`config.mk`:
```
export PLATFORM = sky130hd
export DESIGN_NAME = single_cycle_core_timing
export DESIGN_NICKNAME = d
export VERILOG_FILES = /design/src/rtl/core_timing_pkg.sv /design/src/rtl/instr_cycle_table.sv /design/src/rtl/machine_cycle_timer.sv /design/src/rtl/single_cycle_core_timing.sv
export SDC_FILE = /design/constraint.sdc
export NUM_CORES = 1
export LEC_CHECK = 0
export BUFFER_PORTS_ARGS = -buffer_cell sky130_fd_sc_hd__buf_2
export CAP_MARGIN = 20
export CORE_ASPECT_RATIO = 1.25
export CORE_MARGIN = 2
export CORE_UTILIZATION = 65
export CTS_CLUSTER_SIZE = 40
export DETAILED_ROUTE_END_ITERATION = 7
export GPL_ROUTABILITY_DRIVEN = 0
export PLACE_DENSITY = 0.82
export SKIP_LAST_GASP = 1
export SYNTH_ARGS = -nofsm -noshare
export SYNTH_HDL_FRONTEND = slang
export SYNTH_SLANG_ARGS = --single-unit
```
`constraint.sdc`:
```
create_clock -name clk -period 6.4 [get_ports clk]
set_clock_uncertainty 0.15 [all_clocks]
set_input_delay 0.32 -clock clk [delete_from_list [all_inputs] [get_ports clk]]
set_output_delay 0.32 -clock clk [all_outputs]
set_load 0.05 [all_outputs]
```
`src/rtl/core_timing_pkg.sv`:
```
// package: register map, cycle counts, opcode classes and carrier types of the core timing block
package core_timing_pkg;

  // register offsets on the register port
  localparam logic [7:0] ADDR_STACK_TOP   = 8'h81;
  localparam logic [7:0] ADDR_DATA_POINTER_PAIR_LOW    = 8'h82;
  localparam logic [7:0] ADDR_DATA_POINTER_PAIR_HIGH   = 8'h83;
  localparam logic [7:0] ADDR_DATA_POINTER_PAIR_PAGE   = 8'h84;
  localparam logic [7:0] ADDR_POWER       = 8'h87;
  localparam logic [7:0] ADDR_TIMER_LOW   = 8'h8a;
  localparam logic [7:0] ADDR_TIMER_HIGH  = 8'h8b;
  localparam logic [7:0] ADDR_TIMER_CTL   = 8'h8e;
  localparam logic [7:0] ADDR_STATUS      = 8'h8f;
  localparam logic [7:0] ADDR_XDATA_WAIT  = 8'h9f;
  localparam logic [7:0] ADDR_CLK_DIV     = 8'hd7;

  // reset values
  localparam logic [7:0] RST_STACK_TOP    = 8'h07;
  localparam logic [7:0] RST_DATA_POINTER_PAIR         = 8'h00;
  localparam logic [7:0] RST_POWER        = 8'h00;
  localparam logic [7:0] RST_XDATA_WAIT   = 8'h00;
  localparam logic [7:0] RST_CLK_DIV      = 8'h03;
  localparam logic [7:0] RST_ZERO         = 8'h00;

  // field positions
  localparam int         CLK_DIV_LSB      = 0;
  localparam int         CLK_DIV_W        = 3;
  localparam int         TIMER_RUN_BIT    = 0;
  localparam int         TIMER_CLR_BIT    = 1;
  localparam int         STATUS_BUSY_BIT  = 0;
  localparam int         STATUS_XMOVE_BIT = 1;

  // machine cycles per instruction class
  localparam logic [8:0] CYC_ONE          = 9'h001;
  localparam logic [8:0] CYC_TWO          = 9'h002;
  localparam logic [8:0] CYC_THREE        = 9'h003;
  localparam logic [8:0] CYC_FOUR         = 9'h004;
  localparam logic [8:0] CYC_NINE         = 9'h009;
  localparam logic [8:0] CYC_XMOVE_BASE   = 9'h004;
  localparam logic [8:0] CYC_IRQ_CALL     = 9'h003;

  // opcode classes, ? marks a don't-care bit
  localparam logic [7:0] OP_ADD_REG       = 8'b0010_1???;
  localparam logic [7:0] OP_ADDC_REG      = 8'b0011_1???;
  localparam logic [7:0] OP_SUBB_REG      = 8'b1001_1???;
  localparam logic [7:0] OP_ADD_IND       = 8'b0010_011?;
  localparam logic [7:0] OP_ADDC_IND      = 8'b0011_011?;
  localparam logic [7:0] OP_SUBB_IND      = 8'b1001_011?;
  localparam logic [7:0] OP_ADD_DIR       = 8'h25;
  localparam logic [7:0] OP_ADD_IMM       = 8'h24;
  localparam logic [7:0] OP_ADDC_DIR      = 8'h35;
  localparam logic [7:0] OP_ADDC_IMM      = 8'h34;
  localparam logic [7:0] OP_SUBB_DIR      = 8'h95;
  localparam logic [7:0] OP_SUBB_IMM      = 8'h94;
  localparam logic [7:0] OP_INC_ACC       = 8'h04;
  localparam logic [7:0] OP_DEC_ACC       = 8'h14;
  localparam logic [7:0] OP_INC_REG       = 8'b0000_1???;
  localparam logic [7:0] OP_DEC_REG       = 8'b0001_1???;
  localparam logic [7:0] OP_INC_IND       = 8'b0000_011?;
  localparam logic [7:0] OP_DEC_IND       = 8'b0001_011?;
  localparam logic [7:0] OP_INC_DIR       = 8'h05;
  localparam logic [7:0] OP_DEC_DIR       = 8'h15;
  localparam logic [7:0] OP_INC_DATA_POINTER_PAIR      = 8'ha3;
  localparam logic [7:0] OP_MUL           = 8'ha4;
  localparam logic [7:0] OP_DIV           = 8'h84;
  localparam logic [7:0] OP_DEC_ADJ       = 8'hd4;
  localparam logic [7:0] OP_XMOVE_RD_PTR  = 8'he0;
  localparam logic [7:0] OP_XMOVE_RD_IND  = 8'b1110_001?;
  localparam logic [7:0] OP_XMOVE_WR_PTR  = 8'hf0;
  localparam logic [7:0] OP_XMOVE_WR_IND  = 8'b1111_001?;
  localparam logic [7:0] OP_LONG_CALL     = 8'h12;

  // one word from the on-chip program store
  typedef struct packed {
    logic [7:0] opcode;
    logic       from_irq;
  } fetch_word_t;

  typedef enum logic [0:0] {
    ST_IDLE = 1'b0,
    ST_EXEC = 1'b1
  } exec_state_t;

endpackage

```
`src/rtl/instr_cycle_table.sv`:
```
// instruction decoder: machine cycles needed by each opcode
`timescale 1ns/10ps
module instr_cycle_table (
  // instruction
  input  wire logic [7:0] opcode,
  input  wire logic       from_irq,
  input  wire logic [7:0] wait_count,
  // result
  output logic [8:0]      cycles,
  output logic            xmove
);

  always_comb begin
    cycles = core_timing_pkg::CYC_ONE;
    xmove  = 1'b0;
    casez (opcode)
      core_timing_pkg::OP_ADD_REG,
      core_timing_pkg::OP_ADDC_REG,
      core_timing_pkg::OP_SUBB_REG: cycles = core_timing_pkg::CYC_ONE;
      core_timing_pkg::OP_ADD_IND,
      core_timing_pkg::OP_ADDC_IND,
      core_timing_pkg::OP_SUBB_IND: cycles = core_timing_pkg::CYC_TWO;
      core_timing_pkg::OP_ADD_DIR,
      core_timing_pkg::OP_ADD_IMM,
      core_timing_pkg::OP_ADDC_DIR,
      core_timing_pkg::OP_ADDC_IMM,
      core_timing_pkg::OP_SUBB_DIR: cycles = core_timing_pkg::CYC_TWO;
      core_timing_pkg::OP_SUBB_IMM: cycles = core_timing_pkg::CYC_ONE;
      core_timing_pkg::OP_INC_ACC,
      core_timing_pkg::OP_DEC_ACC,
      core_timing_pkg::OP_INC_REG,
      core_timing_pkg::OP_DEC_REG:  cycles = core_timing_pkg::CYC_ONE;
      core_timing_pkg::OP_INC_IND,
      core_timing_pkg::OP_DEC_IND:  cycles = core_timing_pkg::CYC_TWO;
      core_timing_pkg::OP_INC_DIR,
      core_timing_pkg::OP_DEC_DIR:  cycles = core_timing_pkg::CYC_TWO;
      core_timing_pkg::OP_INC_DATA_POINTER_PAIR: cycles = core_timing_pkg::CYC_THREE;
      core_timing_pkg::OP_MUL,
      core_timing_pkg::OP_DIV:      cycles = core_timing_pkg::CYC_NINE;
      core_timing_pkg::OP_DEC_ADJ:  cycles = core_timing_pkg::CYC_TWO;
      core_timing_pkg::OP_XMOVE_RD_PTR,
      core_timing_pkg::OP_XMOVE_RD_IND,
      core_timing_pkg::OP_XMOVE_WR_PTR,
      core_timing_pkg::OP_XMOVE_WR_IND: begin
        cycles = core_timing_pkg::CYC_XMOVE_BASE + {1'b0, wait_count};
        xmove  = 1'b1;
      end
      core_timing_pkg::OP_LONG_CALL: begin
        cycles = from_irq ? core_timing_pkg::CYC_IRQ_CALL : core_timing_pkg::CYC_FOUR;
      end
      default: cycles = core_timing_pkg::CYC_ONE;
    endcase
  end

endmodule // instr_cycle_table

```
`src/rtl/machine_cycle_timer.sv`:
```
// timer that counts machine cycles
`timescale 1ns/10ps
module machine_cycle_timer (
  // clock and reset
  input  wire logic        clk,
  input  wire logic        rstn,
  // control
  input  wire logic        tick,
  input  wire logic        run,
  input  wire logic        clear,
  // state
  output logic [15:0]      count_q
);

  logic [15:0] count_d;

  always_comb begin
    count_d = count_q;
    if (run && tick) begin
      count_d = count_q + 16'h0001;
    end
    if (clear) begin
      count_d = 16'h0000;
    end
  end

  always_ff @(posedge clk or negedge rstn) begin
    if (!rstn) begin
      count_q <= 16'h0000;
    end else begin
      count_q <= count_d;
    end
  end

endmodule // machine_cycle_timer

```
`src/rtl/single_cycle_core_timing.sv`:
```
// single-cycle core timing: machine cycle pacing, address latch strobe, wait states, registers
//
// The implementer's own choice: the address-and-strobe port.
`timescale 1ns/10ps
module single_cycle_core_timing (
  // clock and reset
  input  wire logic                         clk,
  input  wire logic                         rstn,
  // on-chip program store
  input  wire logic                         fetch_valid,
  input  wire core_timing_pkg::fetch_word_t fetch_word,
  output logic                              fetch_ready_q,
  // register port
  input  wire logic [7:0]                   reg_addr,
  input  wire logic [7:0]                   reg_wdata,
  input  wire logic                         reg_wr,
  input  wire logic                         reg_rd,
  output logic [7:0]                        reg_rdata_q,
  // timing outputs
  output logic                              ale_q,
  output logic                              instr_done_q,
  // external data memory
  output logic                              xdata_active_q,
  output logic [23:0]                       xdata_addr_q
);

  // period of one machine cycle in clk cycles, minus one
  function automatic logic [7:0] period_m1(input logic [2:0] div);
    logic [8:0] period;
    period    = 9'h002 << div;
    period_m1 = 8'(period - 9'h001);
  endfunction

  // a register write hit
  function automatic logic wr_hit(input logic       wr,
                                  input logic [7:0] addr,
                                  input logic [7:0] target);
    wr_hit = wr && (addr == target);
  endfunction

  // machine cycle pacing
  logic [7:0]                   phase_q;
  logic [7:0]                   phase_d;
  logic [7:0]                   pm1_q;
  logic [7:0]                   pm1_d;
  logic                         wrap;

  // instruction sequencing
  core_timing_pkg::exec_state_t st_q;
  core_timing_pkg::exec_state_t st_d;
  logic [8:0]                   cyc_q;
  logic [8:0]                   cyc_d;
  logic [8:0]                   last_q;
  logic [8:0]                   last_d;
  logic [7:0]                   op_q;
  logic [7:0]                   op_d;
  logic                         xmove_q;
  logic                         xmove_d;
  logic                         accept;
  logic                         last_cyc;
  logic                         done_now;
  logic                         ready_d;
  logic                         ale_d;
  logic                         xact_d;
  logic [8:0]                   dec_cycles;
  logic                         dec_xmove;

  // software registers
  logic [7:0]                   stack_top_q;
  logic [7:0]                   stack_top_d;
  logic [7:0]                   data_pointer_pair_low_q;
  logic [7:0]                   data_pointer_pair_low_d;
  logic [7:0]                   data_pointer_pair_high_q;
  logic [7:0]                   data_pointer_pair_high_d;
  logic [7:0]                   data_pointer_pair_page_q;
  logic [7:0]                   data_pointer_pair_page_d;
  logic [7:0]                   power_q;
  logic [7:0]                   power_d;
  logic [7:0]                   xdata_wait_count_q;
  logic [7:0]                   xdata_wait_count_d;
  logic [7:0]                   core_clock_divider_ctl_q;
  logic [7:0]                   core_clock_divider_ctl_d;
  logic                         timer_run_q;
  logic                         timer_run_d;
  logic                         timer_clr;
  logic [15:0]                  timer_count;
  logic [15:0]                  data_pointer_pair_inc;
  logic [7:0]                   rdata_d;
  logic [23:0]                  xaddr_d;

  instr_cycle_table u_table (
    .opcode     (fetch_word.opcode),
    .from_irq   (fetch_word.from_irq),
    .wait_count (xdata_wait_count_q),
    .cycles     (dec_cycles),
    .xmove      (dec_xmove)
  );

  machine_cycle_timer u_timer (
    .clk     (clk),
    .rstn    (rstn),
    .tick    (wrap),
    .run     (timer_run_q),
    .clear   (timer_clr),
    .count_q (timer_count)
  );

  assign wrap     = (phase_q == pm1_q);
  // the only code source is the on-chip store port; no external code path exists
  assign accept   = fetch_valid && fetch_ready_q;
  assign last_cyc = (cyc_q == last_q);
  assign done_now = (st_q == core_timing_pkg::ST_EXEC) && wrap && last_cyc;

  // core clock divider runs freely so the timer keeps counting while idle;
  // a new divider setting is taken only at a cycle boundary to avoid a torn cycle
  always_comb begin
    phase_d = wrap ? 8'h00 : 8'(phase_q + 8'h01);
    pm1_d   = wrap ? period_m1(core_clock_divider_ctl_q[core_timing_pkg::CLK_DIV_LSB +: core_timing_pkg::CLK_DIV_W])
                   : pm1_q;
  end

  always_ff @(posedge clk or negedge rstn) begin
    if (!rstn) begin
      phase_q <= 8'h00;
      pm1_q   <= 8'h01;
    end else begin
      phase_q <= phase_d;
      pm1_q   <= pm1_d;
    end
  end

  // instruction sequencing: one counter per instruction paces strobe and completion
  always_comb begin
    st_d    = st_q;
    cyc_d   = cyc_q;
    last_d  = last_q;
    op_d    = op_q;
    xmove_d = xmove_q;
    if ((st_q == core_timing_pkg::ST_EXEC) && wrap) begin
      cyc_d = 9'(cyc_q + 9'h001);
      if (last_cyc) begin
        st_d    = core_timing_pkg::ST_IDLE;
        xmove_d = 1'b0;
      end
    end
    if (accept) begin
      st_d    = core_timing_pkg::ST_EXEC;
      cyc_d   = 9'h000;
      last_d  = 9'(dec_cycles - 9'h001);
      op_d    = fetch_word.opcode;
      xmove_d = dec_xmove;
    end
    // ready only in the final clk of a cycle that ends the instruction or of any idle cycle, so runs stay gapless
    ready_d = (phase_d == pm1_d) &&
              ((st_d == core_timing_pkg::ST_IDLE) || (cyc_d == last_d));
    // strobe high for the first half of the first cycle only
    ale_d   = (st_d == core_timing_pkg::ST_EXEC) && (cyc_d == 9'h000) &&
              (phase_d <= (pm1_d >> 1));
    xact_d  = (st_d == core_timing_pkg::ST_EXEC) && xmove_d && (cyc_d != 9'h000);
  end

  always_ff @(posedge clk or negedge rstn) begin
    if (!rstn) begin
      st_q           <= core_timing_pkg::ST_IDLE;
      cyc_q          <= 9'h000;
      last_q         <= 9'h000;
      op_q           <= 8'h00;
      xmove_q        <= 1'b0;
      fetch_ready_q  <= 1'b0;
      ale_q          <= 1'b0;
      instr_done_q   <= 1'b0;
      xdata_active_q <= 1'b0;
    end else begin
      st_q           <= st_d;
      cyc_q          <= cyc_d;
      last_q         <= last_d;
      op_q           <= op_d;
      xmove_q        <= xmove_d;
      fetch_ready_q  <= ready_d;
      ale_q          <= ale_d;
      instr_done_q   <= done_now;
      xdata_active_q <= xact_d;
    end
  end

  // software registers; a software write in the same cycle beats the pointer increment
  assign data_pointer_pair_inc  = 16'({data_pointer_pair_high_q, data_pointer_pair_low_q} + 16'h0001);
  assign timer_clr = wr_hit(reg_wr, reg_addr, core_timing_pkg::ADDR_TIMER_CTL) &&
                     reg_wdata[core_timing_pkg::TIMER_CLR_BIT];

  always_comb begin
    stack_top_d              = stack_top_q;
    data_pointer_pair_low_d               = data_pointer_pair_low_q;
    data_pointer_pair_high_d              = data_pointer_pair_high_q;
    data_pointer_pair_page_d              = data_pointer_pair_page_q;
    power_d                  = power_q;
    xdata_wait_count_d       = xdata_wait_count_q;
    core_clock_divider_ctl_d = core_clock_divider_ctl_q;
    timer_run_d              = timer_run_q;
    if (done_now && (op_q == core_timing_pkg::OP_INC_DATA_POINTER_PAIR)) begin
      {data_pointer_pair_high_d, data_pointer_pair_low_d} = data_pointer_pair_inc;
    end
    if (wr_hit(reg_wr, reg_addr, core_timing_pkg::ADDR_STACK_TOP)) begin
      stack_top_d = reg_wdata;
    end
    if (wr_hit(reg_wr, reg_addr, core_timing_pkg::ADDR_DATA_POINTER_PAIR_LOW)) begin
      data_pointer_pair_low_d = reg_wdata;
    end
    if (wr_hit(reg_wr, reg_addr, core_timing_pkg::ADDR_DATA_POINTER_PAIR_HIGH)) begin
      data_pointer_pair_high_d = reg_wdata;
    end
    if (wr_hit(reg_wr, reg_addr, core_timing_pkg::ADDR_DATA_POINTER_PAIR_PAGE)) begin
      data_pointer_pair_page_d = reg_wdata;
    end
    if (wr_hit(reg_wr, reg_addr, core_timing_pkg::ADDR_POWER)) begin
      power_d = reg_wdata;
    end
    if (wr_hit(reg_wr, reg_addr, core_timing_pkg::ADDR_XDATA_WAIT)) begin
      xdata_wait_count_d = reg_wdata;
    end
    if (wr_hit(reg_wr, reg_addr, core_timing_pkg::ADDR_CLK_DIV)) begin
      core_clock_divider_ctl_d = reg_wdata;
    end
    if (wr_hit(reg_wr, reg_addr, core_timing_pkg::ADDR_TIMER_CTL)) begin
      timer_run_d = reg_wdata[core_timing_pkg::TIMER_RUN_BIT];
    end
  end

  always_ff @(posedge clk or negedge rstn) begin
    if (!rstn) begin
      stack_top_q              <= core_timing_pkg::RST_STACK_TOP;
      data_pointer_pair_low_q               <= core_timing_pkg::RST_DATA_POINTER_PAIR;
      data_pointer_pair_high_q              <= core_timing_pkg::RST_DATA_POINTER_PAIR;
      data_pointer_pair_page_q              <= core_timing_pkg::RST_DATA_POINTER_PAIR;
      power_q                  <= core_timing_pkg::RST_POWER;
      xdata_wait_count_q       <= core_timing_pkg::RST_XDATA_WAIT;
      core_clock_divider_ctl_q <= core_timing_pkg::RST_CLK_DIV;
      timer_run_q              <= 1'b0;
    end else begin
      stack_top_q              <= stack_top_d;
      data_pointer_pair_low_q               <= data_pointer_pair_low_d;
      data_pointer_pair_high_q              <= data_pointer_pair_high_d;
      data_pointer_pair_page_q              <= data_pointer_pair_page_d;
      power_q                  <= power_d;
      xdata_wait_count_q       <= xdata_wait_count_d;
      core_clock_divider_ctl_q <= core_clock_divider_ctl_d;
      timer_run_q              <= timer_run_d;
    end
  end

  // read data stand one cycle after the strobe and read zero otherwise
  always_comb begin
    rdata_d = core_timing_pkg::RST_ZERO;
    xaddr_d = {data_pointer_pair_page_d, data_pointer_pair_high_d, data_pointer_pair_low_d};
    if (reg_rd) begin
      case (reg_addr)
        core_timing_pkg::ADDR_STACK_TOP:  rdata_d = stack_top_q;
        core_timing_pkg::ADDR_DATA_POINTER_PAIR_LOW:   rdata_d = data_pointer_pair_low_q;
        core_timing_pkg::ADDR_DATA_POINTER_PAIR_HIGH:  rdata_d = data_pointer_pair_high_q;
        core_timing_pkg::ADDR_DATA_POINTER_PAIR_PAGE:  rdata_d = data_pointer_pair_page_q;
        core_timing_pkg::ADDR_POWER:      rdata_d = power_q;
        core_timing_pkg::ADDR_TIMER_LOW:  rdata_d = timer_count[7:0];
        core_timing_pkg::ADDR_TIMER_HIGH: rdata_d = timer_count[15:8];
        core_timing_pkg::ADDR_TIMER_CTL:  rdata_d = {7'h00, timer_run_q};
        core_timing_pkg::ADDR_STATUS: begin
          rdata_d = core_timing_pkg::RST_ZERO;
          rdata_d[core_timing_pkg::STATUS_BUSY_BIT]  = (st_q == core_timing_pkg::ST_EXEC);
          rdata_d[core_timing_pkg::STATUS_XMOVE_BIT] = xmove_q;
        end
        core_timing_pkg::ADDR_XDATA_WAIT: rdata_d = xdata_wait_count_q;
        core_timing_pkg::ADDR_CLK_DIV:    rdata_d = core_clock_divider_ctl_q;
        default:                          rdata_d = core_timing_pkg::RST_ZERO;
      endcase
    end
  end

  always_ff @(posedge clk or negedge rstn) begin
    if (!rstn) begin
      reg_rdata_q  <= 8'h00;
      xdata_addr_q <= 24'h000000;
    end else begin
      reg_rdata_q  <= rdata_d;
      xdata_addr_q <= xaddr_d;
    end
  end

endmodule // single_cycle_core_timing

```
==> metrics, run 1 <==
outcome finished clean; Crit-path slowest cell and2_1; Hold Crit Class primary input to flip-flop; WP buf/inv 1; dpl hpwl 13340 um; initial drt markers 498; DIE WIDTH 99.20 um; syn_area_per_cell 9.727 um2; Top delay family on crit path simple AND/OR/NAND/NOR gates; Yosys top cell by area dfrtp_1; Comb pwr share 24.6%; area share of the largest cell type after synthesis 41.80%; headroom to the max-slew limit 26.37%; Syn Inst Count 757; Yosys reg bits 129; row cnt 43; final hold vios 0; Critical Path Start phase_q[2]; Final TNS setup 0 ns; DIE HEIGHT 123.0 um; RSZ-0062 raised after global routing false; Distinct cells, synth 69; CTS root buffer clkbuf_16; worst setup path end ale_q; final WL 19470 um; full die area 12200 um2; Port Buffer Count 65; final period utilization 56.66%; Pwr Density 343.1 nW/um2; WS Path Type flip-flop to flip-flop; # DRC 0; gr usage total 33.02%; Final ANT Viol Nets 0; Clock transition at path regs 0.06 ns; Worst Tran Pin Value 1.096 ns; Via density 6.536; Max Fanout on Critical Path 15; async set-or-reset flop fraction in the synthesized netlist 100.0%; IO Count 66; starting density of the core 66.44%; Peak VDD IR 0.0002419 V; reg2reg path depth 15; final net count 860; CTS Sinks 129; crit-path most repeated cell o21a_1; Commonest cells post-synth dfrtp_1, nand2_1, nor2_1; Tmin final 3.626 ns; Worst-Skew Late Latency 0.43 ns; clock group share of total power 36.1%; post-layout power 2.877 mW; sequential share of power 39.3%; Int Power 1.932 mW; count leader, synth dfrtp_1; clock tree buffer depth 2; CP peak stage delay 0.54 ns; Setup Fix Bufs, Post-CTS 0; Leakage Power 3.726 nW; Area Growth Syn to Fin 13.90%; critical-path cell list xnor2_1 -> and4_1 -> and2_1 -> nor2_1 -> a21oi_1 -> inv_1 -> ha_1 -> nor2b_1 -> o21a_1 -> o21a_1 -> o21a_1 -> o21a_1 -> o21a_1 -> o22ai_1 -> and3_1; Primary FF master, synth dfrtp_1; reg-to-reg startpoint phase_q[2]; largest net degree at the start of global routing 76; global-route wire length before repair 31340 um; Net Switching 0.9456 mW; post-cts resize count 0; final setup violation count 0; worst path required time 6.61 ns; fin util 75.67%; core area 11080 um2; vias in the first global route 6251; Worst path depth 15; Slew Viols, Final 0; Routed WL per cell 20.20 um; Seq/Total Area, Yosys 43.94%; R2R Path End ale_q; share of cells above drive strength 1 19.90%; mapped cell area 7363 um2; critical path capture point type flip-flop; antenna violations before repair 0; Num CTS Buffers 17; Post-CTS Hold Buffers 2; R2R Setup Slk 2.77 ns; yosys synthesis warning count 0; hold-critical path depth 3; TritonCTS clock tree yes; Startpoint Class flip-flop; vias after detailed routing 6301; sw frac 32.86%; Mapped Nets 801; critical path data arrival time 3.83 ns; total congestion overflow 0; H-tree levels 4; Post-synth EDFFs 0; dominant cells by area after synthesis dfrtp_1, mux2_2, nand2_1, xnor2_1, xor2_1; Diodes inserted 0; achievable frequency 275.8 MHz; max cap viols 0; Pre-antenna DRT Iters 5
[worst min path at each step]
stage / start / endpoint / slack [ns]
final: fetch_word[3] / op_q[2] / 0.02
after global routing: fetch_word[3] / op_q[2] / 0.03
after CTS: fetch_word[3] / op_q[2] / 0.01
after detailed placement: op_q[3] / op_q[3] / 0.31
after global placement: op_q[2] / op_q[2] / 0.30
after floorplan: rstn / ale_q / -0.13
[state kept, by name, indices dropped and copies added, names as in the netlist]
register / count
op_q: 8
cyc_q: 9
xdata_addr_q: 23
fetch_ready_q: 1
xmove_q: 1
pm1_q: 8
phase_q: 8
u_timer.count_q: 16
xdata_active_q: 1
xdata_wait_count_q: 8
timer_run_q: 1
instr_done_q: 1
data_pointer_pair_page_q: 1
st_q: 1
last_q: 9
ale_q: 1
power_q: 8
stack_top_q: 8
reg_rdata_q: 8
core_clock_divider_ctl_q: 8
[logic make-up after synthesis]
kind of cell | count (synthesis) | synth area share, %
compound gates | 141 | 12.85
simple gates | 308 | 22.14
fa+ha+maj | 14 | 2.379
flops | 129 | 43.94
mux | 45 | 6.780
xor+xnor | 75 | 9.176
buf+inv | 45 | 2.736
[worst reg2reg max path: stages, from the launching register on]
cell     delay [ns]
dfrtp_1        0.46
xnor2_1        0.21
and4_1         0.33
and2_1         0.54
nor2_1         0.09
a21oi_1        0.19
inv_1          0.07
ha_1           0.28
nor2b_1        0.13
o21a_1         0.17
o21a_1         0.17
o21a_1         0.17
o21a_1         0.17
o21a_1         0.17
o22ai_1        0.11
and3_1         0.17
[per-stage QoR]
step           instances  hold slack, ns  setup WS, ns  cell area, um2
3_3_place_gp         930          0.3018         2.952            7730
4_1_cts              964        0.009942         2.771            8387
3_5_place_dp         930          0.3056         2.802            7730
5_1_grt              964         0.03354         2.551            8387
6_report             964         0.01989         2.774            8387
2_1_floorplan        757         -0.1256         2.975            7363
[power groups by stage]
stage | combinational, mW | sequential, mW | clock (mW)
2_1_floorplan | 0.565 | 1.09 | 0
3_3_place_gp | 0.659 | 1.12 | 0
3_5_place_dp | 0.689 | 1.13 | 0
4_1_cts | 0.704 | 1.12 | 1.04
5_1_grt | 0.785 | 1.15 | 1.07
6_report | 0.707 | 1.13 | 1.04
[final cells by class]
type | count | area [um2]
Clock buffer | 19 | 452.9
Timing Repair Buffer | 68 | 355.3
Sequential cell | 129 | 3236
Clock inverter | 13 | 183.9
Inverter | 17 | 63.81
Multi-Input combinational cell | 583 | 3926
Tap cell | 135 | 168.9
Fill cell | 711 | 2696
[placed cells by master (no fill, tap or decap), types with 4 or more instances in the layout]
cell,synthesis,layout
dfstp_2,6,6
o21a_1,10,10
a221oi_1,15,15
bufinv_16,0,4
or3_1,10,10
nor2b_1,7,7
a22o_1,12,12
nor4_4,4,4
xnor2_1,40,40
a21oi_1,32,32
xor2_1,34,34
mux2i_1,6,6
inv_1,17,17
clkbuf_16,0,17
a31oi_1,12,12
nor3_1,12,12
nand3_1,13,13
and2_1,6,6
dfrtp_1,123,123
nor4_1,4,4
buf_2,2,64
mux2_2,39,39
nand2_1,112,112
and3_1,15,15
nand4_1,9,9
nor2_1,78,78
o21ai_0,29,29
nand2b_1,7,7
ha_1,14,14
[per-layer routing]
metal  up-vias  share of wire (%)  routed length (um)  global-route usage, %
li1       2820                  -                   -                      -
met1      3058                 38                7419                  40.09
met2       339                 49                9632                  54.56
met3        84                7.2                1396                  5.992
met4         0                5.3                1023                  20.80
met5         -                  0                   0                      0
Power figures use the tool's default switching activity.
==> run 2, diff against run 1 <==
- CORE_UTILIZATION: 65 -> 54
- PLACE_DENSITY: 0.82 -> 0.72
- clock period: 6.4 -> 3 ns (I/O delays scaled with it)
==> metrics, run 2 (synthesized netlist as in run 1, its figures left out) <==
worst path required time 3.20 ns (-3.41 ns); antenna violations before repair 0 (unchanged); cell total after placement 1002 (+7.7%); Top delay family on crit path compound AO/OA/AOI/OAI gates; achievable frequency 326.9 MHz (+19%); Crit-path slowest cell dfstp_2; initial drt markers 494 (-0.80%); final hold vios 0 (unchanged); dpl hpwl 14260 um (+6.9%); Startpoint Class flip-flop; gr usage total 28.48% (-4.5 points); vias in the first global route 6282 (+0.50%); Area Growth Syn to Fin 22.33%; critical path capture point type flip-flop; Num CTS Buffers 17 (unchanged); clock tree buffer depth 2 (unchanged); Fillers 1031 (+45%); Slew Viols, Final 0 (unchanged); Pwr Density 711.9 nW/um2 (+110%); Routed WL per cell 19.10 um (-5.5%); Register Area 3236 um2 (unchanged); DIE HEIGHT 134.6 um (+9.4%); flip-flop count of the largest register after layout 23 (unchanged); Final TNS setup -0.05867 ns (-0.05867 ns); Tmin final 3.059 ns (-0.5678 ns); final WL 20110 um (+3.3%); Port Buffer Count 65 (unchanged); Leakage Power 4.033 nW (+8.2%); Peak VDD IR 0.0003990 V (+65%); critical path data arrival time 3.26 ns (-0.57 ns); WP buf/inv 3 (+2); final setup violation count 1 (+1); total congestion overflow 0 (unchanged); failing checks negative setup slack; CTS Sinks 129 (unchanged); CTS root buffer clkbuf_16; fin worst setup slack -0.05867 ns (-2.832 ns); outcome finished with violations; # DRC 0 (unchanged); H-tree levels 4 (unchanged); Max Fanout on Critical Path 13 (-2); max cap viols 0 (unchanged); share of cells above drive strength 1 25.40% (+5.5 points); crit-path most repeated cell o21a_1; area occupied by multi-input gates 4053 um2 (+3.2%); most common cell after layout, fill and taps aside dfrtp_1; TritonCTS clock tree yes; row cnt 47 (+9.3%); WS Path Type flip-flop to flip-flop; Non-Filler Instances 1053 (+9.2%); highest-count cells in the layout ignoring fill and taps dfrtp_1, nand2_1, nor2_1, buf_2; RSZ-0062 raised after global routing true; IO Count 66 (unchanged); met3 routed wirelength 1163 um (-17%); CP peak stage delay 0.54 ns (about the same); Diodes inserted 0 (unchanged); Pre-antenna DRT Iters 6 (+1); Worst-Skew Late Latency 0.42 ns (about the same); Top Metal Used met4; met2 wire length 10360 um (+7.5%); Hold Crit Class primary input to flip-flop; vias after detailed routing 6367 (+1.0%); metal1 wirelength 7966 um (+7.4%); Final ANT Viol Nets 0 (unchanged); Largest regs xdata_addr_q x23, u_timer.count_q x16; core area 13290 um2 (+20%); Via density 6.047 (-7.5%); final net count 914 (+6.3%); Worst Tran Pin Value 0.7160 ns (-0.3801 ns); DIE WIDTH 108.4 um (+9.3%); Reg with most FFs xdata_addr_q; largest net degree at the start of global routing 48 (-37%); Clock transition at path regs 0.06 ns (about the same); starting density of the core 55.40% (-11 points); full die area 14590 um2 (+20%); headroom to the max-slew limit 51.90% (+26 points); critical-path cell list xnor2_2 -> and4_4 -> buf_4 -> nand2_1 -> buf_6 -> o21ai_0 -> inv_1 -> ha_1 -> o21a_1 -> o21a_1 -> o21a_1 -> o21a_1 -> o22ai_2 -> and3_1; global-route wire length before repair 31990 um (+2.1%); final period utilization 102.0% (+45 points)
[run 2: changes by cell type in the layout (fill, tap and decap cells not counted), moves of 3 or more]
cell           before  now
xnor2_2             0    5
ha_1               14   11
ha_4                0    3
buf_4               2   39
dlygate4sd3_1       2   17
xnor2_1            40   35
[run 2: final timing paths]
path / from / endpoint / slack, ns / cells past startpoint
setup / recovery: pm1_q[0] / ale_q / -0.06 / 14
hold / removal: fetch_valid / cyc_q[2] / 0.05 / 3
setup reg to reg: pm1_q[0] / ale_q / -0.06 / 14
hold reg to reg: op_q[3] / op_q[3] / 0.33 / 2
max in group asynchronous: rstn / stack_top_q[2] / 1.77 / 3
min in group asynchronous: rstn / instr_done_q / 0.14 / 2
[run 2: repair_timing]
item / CTS / global route
endpoints found under the hold margin: 95 / 0
setup buffers: 1 / 2
resized for setup: 5 / 17
pin swaps: 4 / 4
endpoints found under the setup margin: 1 / 2
hold buffers: 17 / 0
[run 2: tightest hold or removal path: cells and delay by family]
family	cells	cell delay [ns]
AND/OR/NAND/NOR	2	0.32
buffers and inverters	1	0.09
[run 2: area by class of cell]
class | instances | share of cell area, %
inverters | 17 | 0.7084
repair buffers | 122 | 9.043
multi-input cells | 583 | 44.99
well taps | 171 | 2.375
clock buffers | 18 | 4.876
flip-flops and latches | 129 | 35.92
clock inverters | 13 | 2.084
[run 2: routing by layer]
layer  GRT usage (%)  vias up
met2           47.01      246
met1           36.38     3136
met3           5.840       54
met4           11.82        0
li1                -     2931
met5               0        -
[run 2: stage by stage]
| stage | power, mW | setup WS (ns) | instance area [um2] | utilization [%] | hold WS (ns) |
|---|---|---|---|---|---|
| floorplan | 3.554 | -0.1671 | 7396 | - | -0.2956 |
| global placement | 3.966 | -0.05979 | 8077 | 60.77 | 0.06096 |
| detailed placement | 4.048 | -0.1744 | 8077 | 60.77 | 0.06544 |
| CTS | 6.301 | -0.01716 | 8914 | 67.07 | 0.02552 |
| finish | 6.413 | -0.05867 | 9007 | 67.77 | 0.04755 |
| global route | 6.711 | -0.1180 | 9007 | 67.77 | 0.05555 |
[run 2: power breakdown]
group	switching, mW	internal (mW)
clock network	0.778	1.41
registers	0.329	2.02
logic	0.994	0.880
total	2.10	4.31
